**src/sal_map.svh**
```systemverilog
// Register indices, field positions and reset values of the alarm/limit/polarity bank.
// Assumes byte address = 4 * index on the register bus; data in the low byte.
`ifndef SAL_MAP_SVH
`define SAL_MAP_SVH

// Register indices (byte address is four times these)
`define SAL_IDX_MON   6'h17
`define SAL_IDX_V0    6'h19
`define SAL_IDX_V1    6'h1a
`define SAL_IDX_T     6'h1b
`define SAL_IDX_CSI   6'h1c
`define SAL_IDX_SNS   6'h1d
`define SAL_IDX_BC    6'h1e
`define SAL_IDX_RSV   6'h1f
`define SAL_IDX_HS    6'h20
`define SAL_IDX_LP    6'h21
`define SAL_IDX_SSTAT 6'h38
`define SAL_IDX_ESTAT 6'h39

// Limit register fields
`define SAL_HI_MSB 6
`define SAL_HI_LSB 4
`define SAL_LO_MSB 2
`define SAL_LO_LSB 0

// Monitor control fields
`define SAL_EN_MSB   3
`define SAL_EN_LSB   2
`define SAL_VSEL_MSB 1
`define SAL_VSEL_LSB 0
`define SAL_VSEL_G0  0
`define SAL_VSEL_G1  1
`define SAL_MON_ON   2'h3

// Reset values
`define SAL_RST_HI   3'h6
`define SAL_RST_LO   3'h2
`define SAL_RST_EN   2'h3
`define SAL_RST_VSEL 2'h0
`define SAL_RST_CSI  6'h3f
`define SAL_RST_SNS  6'h00
`define SAL_RST_BC   2'h0
`define SAL_RST_LANE 5'h00

`endif

```
**src/sal_pkg.sv**
```systemverilog
// Types shared by the alarm/limit/polarity bank.
// Assumes sal_map.svh carries all numeric constants.
`default_nettype none

package sal_pkg;

    // Upper and lower limit codes of one monitor
    typedef struct packed {
        logic [2:0] upper;
        logic [2:0] lower;
    } sal_limits_t;

    // Sensor flags and masks, bit 5 down to bit 0
    typedef struct packed {
        logic t_over;
        logic t_under;
        logic gpio1_high_alarm_on;
        logic gpio1_low_alarm_on;
        logic gpio0_high_alarm_on;
        logic gpio0_low_alarm_on;
    } sal_sense_t;

    // Clock lane at bit 4, data lanes 3..0 below
    typedef struct packed {
        logic       clk;
        logic [3:0] data;
    } sal_lane_t;

    // Link event flags: back channel 7:6, receive errors 5:0
    typedef struct packed {
        logic [1:0] bc;
        logic [5:0] csi;
    } sal_events_t;

endpackage : sal_pkg

`default_nettype wire

```
**src/sal_limit_cmp.sv**
```systemverilog
// Window comparator for one monitor: flags codes above the upper or below the lower limit.
// Assumes measure and valid come from logic on the same clock.
`timescale 1ns/1ps
`default_nettype none

module sal_limit_cmp #(
    parameter int W = 3
) (
    input  wire logic [W-1:0] measure,
    input  wire logic         valid,
    input  wire logic         active,
    input  wire logic [W-1:0] upper,
    input  wire logic [W-1:0] lower,
    output logic              over_hit,
    output logic              under_hit
);

    // Strict compares: a code equal to a limit raises nothing
    assign over_hit  = valid & active & (measure > upper);
    assign under_hit = valid & active & (measure < lower);

endmodule : sal_limit_cmp

`default_nettype wire

```
**src/sal_regs_top.sv**
```systemverilog
// Alarm limits, alarm masks and lane polarity registers behind an Avalon-MM slave.
// Assumes measurement codes and link events arrive on sys_clk; LP lane pins are asynchronous.
//
// Notes on behaviour
// RQ1: GPIO0 above upper limit raises over flag
// RQ2: GPIO0 below lower limit raises under flag
// RQ3: GPIO1 above upper limit raises over flag
// RQ4: GPIO1 below lower limit raises under flag
// RQ5: Temperature above upper limit raises over flag
// RQ6: Temperature below lower limit raises under flag
// RQ7: Six receive error enables, reset all enabled
// RQ8: Six sensor alarm enables, reset all disabled
// RQ9: Two back-channel enables, reset off, rest reserved
// RQ10: Per-lane HS P/N swap, clock lane bit4
// RQ11: Per-lane LP polarity inversion, clock bit4
// RQ12: Select field picks which GPIOs are measured
// RQ13: Monitor enable field gates all comparisons
// RQ14: Disabled sources never reach combined alarm
`timescale 1ns/1ps
`default_nettype none
`include "sal_map.svh"

module sal_regs_top (
    input  wire logic               sys_clk,
    input  wire logic               reset_n,
    input  wire logic [7:0]         avs_address,
    input  wire logic               avs_read,
    input  wire logic               avs_write,
    input  wire logic [31:0]        avs_writedata,
    input  wire logic [3:0]         avs_byteenable,
    output logic [31:0]             avs_readdata,
    output logic                    avs_waitrequest,
    input  wire logic [2:0]         gpio0_meas,
    input  wire logic [2:0]         gpio1_meas,
    input  wire logic [2:0]         temp_meas,
    input  wire logic               meas_valid,
    input  wire logic [5:0]         csi_err_evt,
    input  wire logic [1:0]         bc_evt,
    input  wire sal_pkg::sal_lane_t hs_lane_p_in,
    input  wire sal_pkg::sal_lane_t hs_lane_n_in,
    output sal_pkg::sal_lane_t      hs_lane_p_out,
    output sal_pkg::sal_lane_t      hs_lane_n_out,
    input  wire sal_pkg::sal_lane_t lp_lane_p_pin,
    input  wire sal_pkg::sal_lane_t lp_lane_n_pin,
    output sal_pkg::sal_lane_t      lp_lane_p_out,
    output sal_pkg::sal_lane_t      lp_lane_n_out,
    output logic [1:0]              gpio_vsense_sel,
    output logic [1:0]              monitor_enable,
    output sal_pkg::sal_sense_t     sense_status,
    output logic                    alarm_out
);

    // Bus handshake state
    logic                  wait_ff;       // Waitrequest, high when idle
    logic [31:0]           rdata_ff;      // Captured read word
    logic [5:0]            idx;           // Register index
    logic                  wr_en;         // Write takes effect now
    logic [7:0]            wdat;          // Low write byte
    logic [7:0]            rd_byte;       // Read mux result

    // Configuration registers
    logic [1:0]            mon_en_ff;     // Monitor on/off field
    logic [1:0]            vsel_ff;       // GPIO sensing select
    sal_pkg::sal_limits_t  v0_lim_ff;     // GPIO0 limits
    sal_pkg::sal_limits_t  v1_lim_ff;     // GPIO1 limits
    sal_pkg::sal_limits_t  t_lim_ff;      // Temperature limits
    logic [5:0]            csi_mask_ff;   // Receive error enables
    sal_pkg::sal_sense_t   sns_mask_ff;   // Sensor alarm enables
    logic [1:0]            bc_mask_ff;    // Back-channel enables
    sal_pkg::sal_lane_t    hs_swap_ff;    // HS P/N swap per lane
    sal_pkg::sal_lane_t    lp_inv_ff;     // LP inversion per lane

    // Status and alarm
    sal_pkg::sal_sense_t   sense_ff;      // Sticky sensor flags
    sal_pkg::sal_events_t  evt_ff;        // Sticky link event flags
    sal_pkg::sal_sense_t   nxt_sense;
    sal_pkg::sal_events_t  nxt_evt;
    sal_pkg::sal_sense_t   sns_set;       // Comparator hits this cycle
    logic [5:0]            sns_clr;       // Write-one-to-clear mask
    logic [7:0]            evt_clr;
    logic                  alarm_ff;      // Combined enabled alarm

    // Comparator controls and hits
    logic                  mon_on;
    logic                  v0_act;
    logic                  v1_act;
    logic                  v0_oh, v0_uh, v1_oh, v1_uh, t_oh, t_uh;

    // Lane paths
    sal_pkg::sal_lane_t    hs_p_ff, hs_n_ff;
    sal_pkg::sal_lane_t    lp_p_s1_ff, lp_n_s1_ff;   // First sync stage
    sal_pkg::sal_lane_t    lp_p_s2_ff, lp_n_s2_ff;   // Second sync stage
    sal_pkg::sal_lane_t    lp_p_ff, lp_n_ff;

    // Outputs straight from flops
    assign avs_readdata    = rdata_ff;
    assign avs_waitrequest = wait_ff;
    assign hs_lane_p_out   = hs_p_ff;
    assign hs_lane_n_out   = hs_n_ff;
    assign lp_lane_p_out   = lp_p_ff;
    assign lp_lane_n_out   = lp_n_ff;
    assign gpio_vsense_sel = vsel_ff;
    assign monitor_enable  = mon_en_ff;
    assign sense_status    = sense_ff;
    assign alarm_out       = alarm_ff;

    // Decode: word aligned, only lane 0 carries data
    assign idx   = avs_address[7:2];
    assign wdat  = avs_writedata[7:0];
    assign wr_en = avs_write & ~wait_ff & avs_byteenable[0];

    // Handshake: one wait cycle, then accept; back to back costs two cycles each
    always_ff @(posedge sys_clk or negedge reset_n) begin
        if (!reset_n) begin
            wait_ff  <= 1'b1;
            rdata_ff <= 32'h0000_0000;
        end else begin
            if ((avs_read || avs_write) && wait_ff) begin
                wait_ff <= 1'b0;
            end else begin
                wait_ff <= 1'b1;
            end
            // Read word is frozen one cycle before the accepting edge
            if (avs_read && wait_ff) begin
                rdata_ff <= {24'h00_0000, rd_byte};
            end
        end
    end

    // Read mux; reserved and unmapped slots read zero
    always_comb begin
        rd_byte = 8'h00;
        case (idx)
            `SAL_IDX_MON:   rd_byte = {4'h0, mon_en_ff, vsel_ff};
            `SAL_IDX_V0:    rd_byte = {1'b0, v0_lim_ff.upper, 1'b0, v0_lim_ff.lower};
            `SAL_IDX_V1:    rd_byte = {1'b0, v1_lim_ff.upper, 1'b0, v1_lim_ff.lower};
            `SAL_IDX_T:     rd_byte = {1'b0, t_lim_ff.upper, 1'b0, t_lim_ff.lower};
            `SAL_IDX_CSI:   rd_byte = {2'h0, csi_mask_ff};
            `SAL_IDX_SNS:   rd_byte = {2'h0, sns_mask_ff};
            `SAL_IDX_BC:    rd_byte = {6'h00, bc_mask_ff}; // RQ9
            `SAL_IDX_HS:    rd_byte = {3'h0, hs_swap_ff};
            `SAL_IDX_LP:    rd_byte = {3'h0, lp_inv_ff};
            `SAL_IDX_SSTAT: rd_byte = {2'h0, sense_ff};
            `SAL_IDX_ESTAT: rd_byte = evt_ff;
            default:        rd_byte = 8'h00;
        endcase
    end

    // Monitor control and limit registers
    always_ff @(posedge sys_clk or negedge reset_n) begin
        if (!reset_n) begin
            mon_en_ff <= `SAL_RST_EN;
            vsel_ff   <= `SAL_RST_VSEL;
            v0_lim_ff <= {`SAL_RST_HI, `SAL_RST_LO};
            v1_lim_ff <= {`SAL_RST_HI, `SAL_RST_LO};
            t_lim_ff  <= {`SAL_RST_HI, `SAL_RST_LO};
        end else if (wr_en) begin
            case (idx)
                `SAL_IDX_MON: begin
                    mon_en_ff <= wdat[`SAL_EN_MSB:`SAL_EN_LSB]; // RQ13
                    vsel_ff   <= wdat[`SAL_VSEL_MSB:`SAL_VSEL_LSB]; // RQ12
                end
                `SAL_IDX_V0: v0_lim_ff <= {wdat[`SAL_HI_MSB:`SAL_HI_LSB], wdat[`SAL_LO_MSB:`SAL_LO_LSB]};
                `SAL_IDX_V1: v1_lim_ff <= {wdat[`SAL_HI_MSB:`SAL_HI_LSB], wdat[`SAL_LO_MSB:`SAL_LO_LSB]};
                `SAL_IDX_T:  t_lim_ff  <= {wdat[`SAL_HI_MSB:`SAL_HI_LSB], wdat[`SAL_LO_MSB:`SAL_LO_LSB]};
                default: ;
            endcase
        end
    end

    // Alarm enable and polarity registers
    always_ff @(posedge sys_clk or negedge reset_n) begin
        if (!reset_n) begin
            csi_mask_ff <= `SAL_RST_CSI; // RQ7
            sns_mask_ff <= `SAL_RST_SNS; // RQ8
            bc_mask_ff  <= `SAL_RST_BC; // RQ9
            hs_swap_ff  <= `SAL_RST_LANE;
            lp_inv_ff   <= `SAL_RST_LANE;
        end else if (wr_en) begin
            case (idx)
                `SAL_IDX_CSI: csi_mask_ff <= wdat[5:0];
                `SAL_IDX_SNS: sns_mask_ff <= wdat[5:0];
                `SAL_IDX_BC:  bc_mask_ff  <= wdat[1:0];
                `SAL_IDX_HS:  hs_swap_ff  <= wdat[4:0];
                `SAL_IDX_LP:  lp_inv_ff   <= wdat[4:0];
                default: ;
            endcase
        end
    end

    // Comparisons only run while monitors are on; the GPIO ones also need their GPIO selected
    assign mon_on = (mon_en_ff == `SAL_MON_ON); // RQ13
    assign v0_act = mon_on & vsel_ff[`SAL_VSEL_G0]; // RQ12
    assign v1_act = mon_on & vsel_ff[`SAL_VSEL_G1]; // RQ12

    sal_limit_cmp #(.W(3)) u_cmp_v0 ( // RQ1 RQ2
        .measure   (gpio0_meas),
        .valid     (meas_valid),
        .active    (v0_act),
        .upper     (v0_lim_ff.upper),
        .lower     (v0_lim_ff.lower),
        .over_hit  (v0_oh),
        .under_hit (v0_uh)
    );

    sal_limit_cmp #(.W(3)) u_cmp_v1 ( // RQ3 RQ4
        .measure   (gpio1_meas),
        .valid     (meas_valid),
        .active    (v1_act),
        .upper     (v1_lim_ff.upper),
        .lower     (v1_lim_ff.lower),
        .over_hit  (v1_oh),
        .under_hit (v1_uh)
    );

    sal_limit_cmp #(.W(3)) u_cmp_t ( // RQ5 RQ6
        .measure   (temp_meas),
        .valid     (meas_valid),
        .active    (mon_on),
        .upper     (t_lim_ff.upper),
        .lower     (t_lim_ff.lower),
        .over_hit  (t_oh),
        .under_hit (t_uh)
    );

    // Sticky flags: a hit in the clearing cycle survives the clear
    assign sns_set   = {t_oh, t_uh, v1_oh, v1_uh, v0_oh, v0_uh};
    assign sns_clr   = (wr_en && idx == `SAL_IDX_SSTAT) ? wdat[5:0] : 6'h00;
    assign evt_clr   = (wr_en && idx == `SAL_IDX_ESTAT) ? wdat : 8'h00;
    assign nxt_sense = (sense_ff & ~sns_clr) | sns_set; // RQ1
    assign nxt_evt   = (evt_ff & ~evt_clr) | {bc_evt, csi_err_evt};

    // Raw status is kept whatever the enables say
    always_ff @(posedge sys_clk or negedge reset_n) begin
        if (!reset_n) begin
            sense_ff <= 6'h00;
            evt_ff   <= 8'h00;
        end else begin
            sense_ff <= nxt_sense; // RQ2
            evt_ff   <= nxt_evt;
        end
    end

    // Combined alarm: only enabled sources count; one cycle behind the flags
    always_ff @(posedge sys_clk or negedge reset_n) begin
        if (!reset_n) begin
            alarm_ff <= 1'b0;
        end else begin
            alarm_ff <= (|(sense_ff & sns_mask_ff)) | (|(evt_ff.csi & csi_mask_ff))
                      | (|(evt_ff.bc & bc_mask_ff)); // RQ14
        end
    end

    // HS lanes: swap P and N per lane; source is same-clock receiver logic
    always_ff @(posedge sys_clk or negedge reset_n) begin
        if (!reset_n) begin
            hs_p_ff <= 5'h00;
            hs_n_ff <= 5'h00;
        end else begin
            hs_p_ff <= (hs_lane_p_in & ~hs_swap_ff) | (hs_lane_n_in & hs_swap_ff); // RQ10
            hs_n_ff <= (hs_lane_n_in & ~hs_swap_ff) | (hs_lane_p_in & hs_swap_ff); // RQ10
        end
    end

    // LP pins are asynchronous: two flops before any use
    always_ff @(posedge sys_clk or negedge reset_n) begin
        if (!reset_n) begin
            lp_p_s1_ff <= 5'h00;
            lp_n_s1_ff <= 5'h00;
            lp_p_s2_ff <= 5'h00;
            lp_n_s2_ff <= 5'h00;
        end else begin
            lp_p_s1_ff <= lp_lane_p_pin;
            lp_n_s1_ff <= lp_lane_n_pin;
            lp_p_s2_ff <= lp_p_s1_ff;
            lp_n_s2_ff <= lp_n_s1_ff;
        end
    end

    // LP inversion swaps the pair; adds three cycles of latency in total
    always_ff @(posedge sys_clk or negedge reset_n) begin
        if (!reset_n) begin
            lp_p_ff <= 5'h00;
            lp_n_ff <= 5'h00;
        end else begin
            lp_p_ff <= (lp_p_s2_ff & ~lp_inv_ff) | (lp_n_s2_ff & lp_inv_ff); // RQ11
            lp_n_ff <= (lp_n_s2_ff & ~lp_inv_ff) | (lp_p_s2_ff & lp_inv_ff); // RQ11
        end
    end

    // Checks on the flag, mask and lane behaviour
    property p_gpio0_high_alarm_on;
        @(posedge sys_clk) disable iff (!reset_n)
        meas_valid && v0_act && (gpio0_meas > v0_lim_ff.upper) |=> sense_ff.gpio0_high_alarm_on;
    endproperty
    a_gpio0_high_alarm_on: assert property (p_gpio0_high_alarm_on) else $error("gpio0 over flag missing"); // RQ1

    property p_gpio0_low_alarm_on;
        @(posedge sys_clk) disable iff (!reset_n)
        meas_valid && v0_act && (gpio0_meas < v0_lim_ff.lower) |=> sense_ff.gpio0_low_alarm_on;
    endproperty
    a_gpio0_low_alarm_on: assert property (p_gpio0_low_alarm_on) else $error("gpio0 under flag missing"); // RQ2

    property p_gpio1_high_alarm_on;
        @(posedge sys_clk) disable iff (!reset_n)
        meas_valid && v1_act && (gpio1_meas > v1_lim_ff.upper) |-> ##1 sense_ff.gpio1_high_alarm_on;
    endproperty
    a_gpio1_high_alarm_on: assert property (p_gpio1_high_alarm_on) else $error("gpio1 over flag missing"); // RQ3

    property p_gpio1_low_alarm_on;
        @(posedge sys_clk) disable iff (!reset_n)
        !sense_ff.gpio1_low_alarm_on ##1 $rose(sense_ff.gpio1_low_alarm_on) |-> ($past(gpio1_meas) < $past(v1_lim_ff.lower));
    endproperty
    a_gpio1_low_alarm_on: assert property (p_gpio1_low_alarm_on) else $error("gpio1 under flag without cause"); // RQ4

    property p_t_over;
        @(posedge sys_clk) disable iff (!reset_n)
        meas_valid && mon_on && (temp_meas > t_lim_ff.upper) && sns_mask_ff.t_over |-> ##2 alarm_ff;
    endproperty
    a_t_over: assert property (p_t_over) else $error("over-temperature alarm missing"); // RQ5

    property p_t_under;
        @(posedge sys_clk) disable iff (!reset_n)
        meas_valid && mon_on && (temp_meas < t_lim_ff.lower) |=> sense_ff.t_under;
    endproperty
    a_t_under: assert property (p_t_under) else $error("under-temperature flag missing"); // RQ6

    property p_csi_rst;
        @(posedge sys_clk) disable iff (!reset_n)
        $rose(reset_n) |-> (csi_mask_ff == 6'h3f);
    endproperty
    a_csi_rst: assert property (p_csi_rst) else $error("receive error enables not all set"); // RQ7

    property p_sns_rst;
        @(posedge sys_clk) disable iff (!reset_n)
        $rose(reset_n) |-> (sns_mask_ff == 6'h00) && (v0_lim_ff == 6'h32) && (t_lim_ff == 6'h32);
    endproperty
    a_sns_rst: assert property (p_sns_rst) else $error("sensor enables or limits wrong at reset"); // RQ8

    property p_bc_rsvd;
        @(posedge sys_clk) disable iff (!reset_n)
        avs_read && wait_ff && (idx == `SAL_IDX_BC) |=> (rdata_ff[31:2] == 30'h0) && !wait_ff;
    endproperty
    a_bc_rsvd: assert property (p_bc_rsvd) else $error("back-channel reserved bits not zero"); // RQ9

    property p_hs_swap;
        @(posedge sys_clk) disable iff (!reset_n)
        $past(hs_swap_ff) == 5'h1f |-> (hs_p_ff == $past(hs_lane_n_in)) && (hs_n_ff == $past(hs_lane_p_in));
    endproperty
    a_hs_swap: assert property (p_hs_swap) else $error("hs lanes not swapped"); // RQ10

    property p_lp_inv;
        @(posedge sys_clk) disable iff (!reset_n)
        lp_inv_ff.clk ##1 lp_inv_ff.clk |-> lp_p_ff.clk == $past(lp_lane_n_pin.clk, 3);
    endproperty
    a_lp_inv: assert property (p_lp_inv) else $error("lp clock lane not inverted"); // RQ11

    property p_v0_gated;
        @(posedge sys_clk) disable iff (!reset_n)
        !vsel_ff[`SAL_VSEL_G0] && !sense_ff.gpio0_high_alarm_on && !sense_ff.gpio0_low_alarm_on |=> !sense_ff.gpio0_high_alarm_on && !sense_ff.gpio0_low_alarm_on;
    endproperty
    a_v0_gated: assert property (p_v0_gated) else $error("unselected gpio0 raised a flag"); // RQ12

    property p_mon_off;
        @(posedge sys_clk) disable iff (!reset_n)
        !mon_on && (sense_ff == 6'h00) |=> (sense_ff == 6'h00);
    endproperty
    a_mon_off: assert property (p_mon_off) else $error("flag raised with monitors off"); // RQ13

    property p_masked;
        @(posedge sys_clk) disable iff (!reset_n)
        (sns_mask_ff == 6'h00 && csi_mask_ff == 6'h00 && bc_mask_ff == 2'h0) [*2] |-> !alarm_ff;
    endproperty
    a_masked: assert property (p_masked) else $error("alarm with every source disabled"); // RQ14

endmodule : sal_regs_top

`default_nettype wire

```
**config.mk**
```make
export PLATFORM = sky130hd
export DESIGN_NAME = sal_regs_top
export DESIGN_NICKNAME = d
export VERILOG_FILES = /design/src/sal_pkg.sv /design/src/sal_limit_cmp.sv /design/src/sal_regs_top.sv
export VERILOG_INCLUDE_DIRS = /design/src
export SDC_FILE = /design/constraint.sdc
export NUM_CORES = 1
export LEC_CHECK = 0
export BUFFER_PORTS_ARGS = -buffer_cell sky130_fd_sc_hd__buf_2
export CORE_MARGIN = 5
export CORE_UTILIZATION = 35
export CTS_CLUSTER_DIAMETER = 150
export CTS_CLUSTER_SIZE = 30
export DETAILED_ROUTE_END_ITERATION = 12
export GPL_TIMING_DRIVEN = 0
export PLACE_DENSITY = 0.67
export SLEW_MARGIN = 20
export SYNTH_ARGS = -nofsm -noshare
export SYNTH_HDL_FRONTEND = slang
export SYNTH_HIERARCHICAL = 1
export SYNTH_SLANG_ARGS = --single-unit
```
**constraint.sdc**
```tcl
create_clock -name sys_clk -period 2.4 [get_ports sys_clk]
set_input_delay 0.6 -clock sys_clk [delete_from_list [all_inputs] [get_ports sys_clk]]
set_output_delay 0.6 -clock sys_clk [all_outputs]
set_load 0.05 [all_outputs]
```
==> summary.txt <==
Global routing
  • Antenna violations before repair: 0
  • Gr usage total: between 10% and 20%
  • Gr ovfl total: 0
  • Largest net degree at the start of global routing: 57
  • First-pass GRT wire length: 21600 um
  • Vias in the first global route: 3843

Timing
  • Tightest Pin Transition: ~1.1 ns
  • Post-layout min period: 2.35 ns
  • Max_slew headroom: a little over a quarter
  • Slew Viols, Final: 0
  • Fmax: 0.426 GHz
  • Max Clock Skew: about 0.0070 ns
  • Final hold vios: 0
  • RSZ-0062 raised after global routing: no
  • Setup ws final: 0.0548 ns
  • Setup violators final: 0
  • Final period util: between 90% and 100%

Pwr
  • Lkg Pwr: ~3.0 nW
  • Maximum vdd drop: 0.541 mV
  • Pwr/cell area: approximately 650 nW/um^2

Finish
  • Share of cells above drive strength 1: between 40 and 50%
  • Syn-to-layout area delta: 20.4%
  • Final Core Density: 43.4%
  • Antenna fix cells: 0
  • Fill count: 1401
  • Nets@finish: 649

Clocking
  • Skew-Pair Late Insertion Delay: 0.35 ns
  • # clock sinks: 110
  • Worst-path clk slew: 0.07 ns
  • CTS tree: yes
  • Post-CTS setup buffer count: 0
  • Post-CTS Hold Buffers: 0
  • Clk root buf: clkbuf_16
  • Clock Tree Buf Depth: 2
  • CTS H-Tree Depth: 3
  • Post_cts resized: 0
  • CTS Buf Count: 9

Placement
  • Hpwl dp: 10500 um
  • Placer congestion estimate: 0.873
  • Setup Slack @ Placement: -0.245 ns
  • I/O Buffers: 91

Synthesis
  • Synthesized-area fraction occupied by adder cells: 3.56%
  • Top-area cell type share of the netlist area: between 40% and 50%
  • Most common cell in the netlist: dfrtp_1
  • Area contributors post-synth: dfrtp_1 44%, mux2_2 13%, dfstp_2 9.0%, ha_1 3.6%, buf_4 3.4%
  • Proportion of synthesized area in mux cells: ~16%
  • Yosys synthesis warning count: 6
  • Combinational family with the most area after synthesis: multiplexers
  • Ys async rst share: 100%
  • Distinct cells, synth: 53
  • Cell Area, Synth: 5270 sq um
  • Compound-Gate Fraction of Synth Area: 9.97%
  • Synth Instances: between 400 and 500
  • Top cells by count, synth: 92 x dfrtp_1, 62 x mux2_2, 29 x nand2_1
  • Simple-gate share of the synthesized area: 11.4%
  • Mean Syn Cell Area: 12.5 sq um
  • Sequential fraction of the synthesis area: between 50% and 60%
  • Synth Register Bits: 110
  • Top FF cell, synth: dfrtp_1
  • Xor/xnor cell area share of the yosys netlist: 0%
  • Post-synth EDFFs: 0
  • Largest area contributor in the netlist: dfrtp_1

Route
  • DRT antenna net count: 0
  • Post-DR wirelength/cell: 18.7 um
  • DRT iter0 DRCs: about 200
  • First-pass DRT Iterations: 4
  • Via/cell ratio: 5.06
  • Final wirelength: 13800 um
  • Via count: approximately 3700
  • Remaining design rule violation count: 0

Worst setup path
  • WP data arrival: 2.62 ns
  • Worst-path maximum fanout: 9
  • Critical path class: in -> reg
  • Startpoint types: input pin
  • Setup crit end kind: register
  • Reg2Reg Setup Slack: 0.16 ns
  • Worst EP required: 2.68 ns
  • Worst R2R Start: avs_waitrequest
  • R2R depth: 4
  • RR Endpoint: evt_ff[0]

Die
  • Initial core utilization: a little over a third
  • Die Height: 133 um
  • # IOs: 150
  • Row count: 44
  • Die area: 17600 sq um
  • Die width: 133 um
  • Core area: 14600 sq um

Outcome
  • Outcome: complete, no violations

Worst hold path
  • Worst Hold Class: in -> async

Flow run
  • Max Cap Viol: 0
==> kinds of logic after synthesis <==
logic type	after synthesis
adders and majority gates	15
DFF	110
other	1
AOI/OAI and AO/OA	71
and+or+nand+nor	94
muxes	75
buffers and inverters	56
==> cell type report <==
type	instances	area [sq um]	share of cell area, %
multi-input combinational	279	2260	35.6
inverter	19	71.3	1.12
timing repair buffer	92	489	7.71
sequential	110	2780	43.7
clock buffer	11	233	3.67
tap	184	230	3.63
clock inverter	5	37.5	0.591
buffer	37	253	3.98
==> where the power goes <==
group	switching [W]	internal, W	total [W]
Sequential	0.0000685	0.00197	0.00203
Combinational	0.000496	0.000234	0.000731
Clock	0.000673	0.000709	0.00138
Total	0.00124	0.00291	0.00415
==> worst max-delay path, cell delays in order <==
cell	delay, ns
buf_2	0.24
nand2b_1	0.31
nor3_1	0.92
a221oi_1	0.32
a31oi_1	0.22
==> worst max path at each step <==
stage	start	endpoint	slack (ns)	cells after the start
final	avs_address[2]	avs_readdata[3]	0.05	5
after global routing	avs_address[2]	avs_readdata[3]	0.02	5
after CTS	avs_address[2]	avs_readdata[3]	0.12	5
after detailed placement	avs_address[2]	avs_readdata[3]	-0.25	5
after global placement	reset_n	hs_lane_n_out[3]	-0.47	1
after floorplan	avs_address[5]	hs_swap_ff[0]	0.29	6
==> registers in the layout, summed over array words and instances, names as in the netlist, 6 cells and up <==
register and cells:
csi_mask_ff 6, t_lim_ff 6, evt_ff 8, sense_status 6
v0_lim_ff 6, sns_mask_ff 6, avs_readdata 8, v1_lim_ff 6
==> per-layer routing <==
metal / share of wire, % / wire length, um / global-route usage (%)
met5: 0 / 0 / 0
met4: 1.9 / 259 / 4.73
met3: 8.7 / 1200 / 5.09
met2: 47 / 6420 / 25.1
met1: 43 / 5890 / 21.1
==> through the flow <==
step	TNS [ns]	hold slack (ns)	power, W	std cells	area (sq um)
2_1_floorplan	0	0.304	0.00256	445	5360
3_3_place_gp	-45.41	0.331	0.00278	720	6040
3_5_place_dp	-3.48	0.336	0.00280	721	6080
4_1_cts	0	0.207	0.00420	737	6350
5_1_grt	0	0.235	0.00433	737	6350
6_report	0	0.199	0.00415	737	6350
==> placed cells by master, fill, tap and decap left out, types with 5 or more instances in the layout <==
| cell | n |
|---|---|
| dfstp_2 | 18 |
| clkbuf_16 | 9 |
| dfrtp_1 | 92 |
| a22oi_1 | 12 |
| conb_1 | 24 |
| nand3_1 | 7 |
| mux2i_1 | 8 |
| mux2_4 | 5 |
| buf_2 | 96 |
| nor2b_1 | 5 |
| clkbuf_1 | 6 |
| a21o_1 | 14 |
| ha_1 | 15 |
| nand2_1 | 29 |
| a221oi_1 | 7 |
| a31oi_1 | 8 |
| nor2_1 | 14 |
| nor3_2 | 10 |
| buf_4 | 24 |
| mux2_2 | 62 |
| inv_1 | 16 |
| o21ai_1 | 6 |
(Power assumes the default switching activity.)
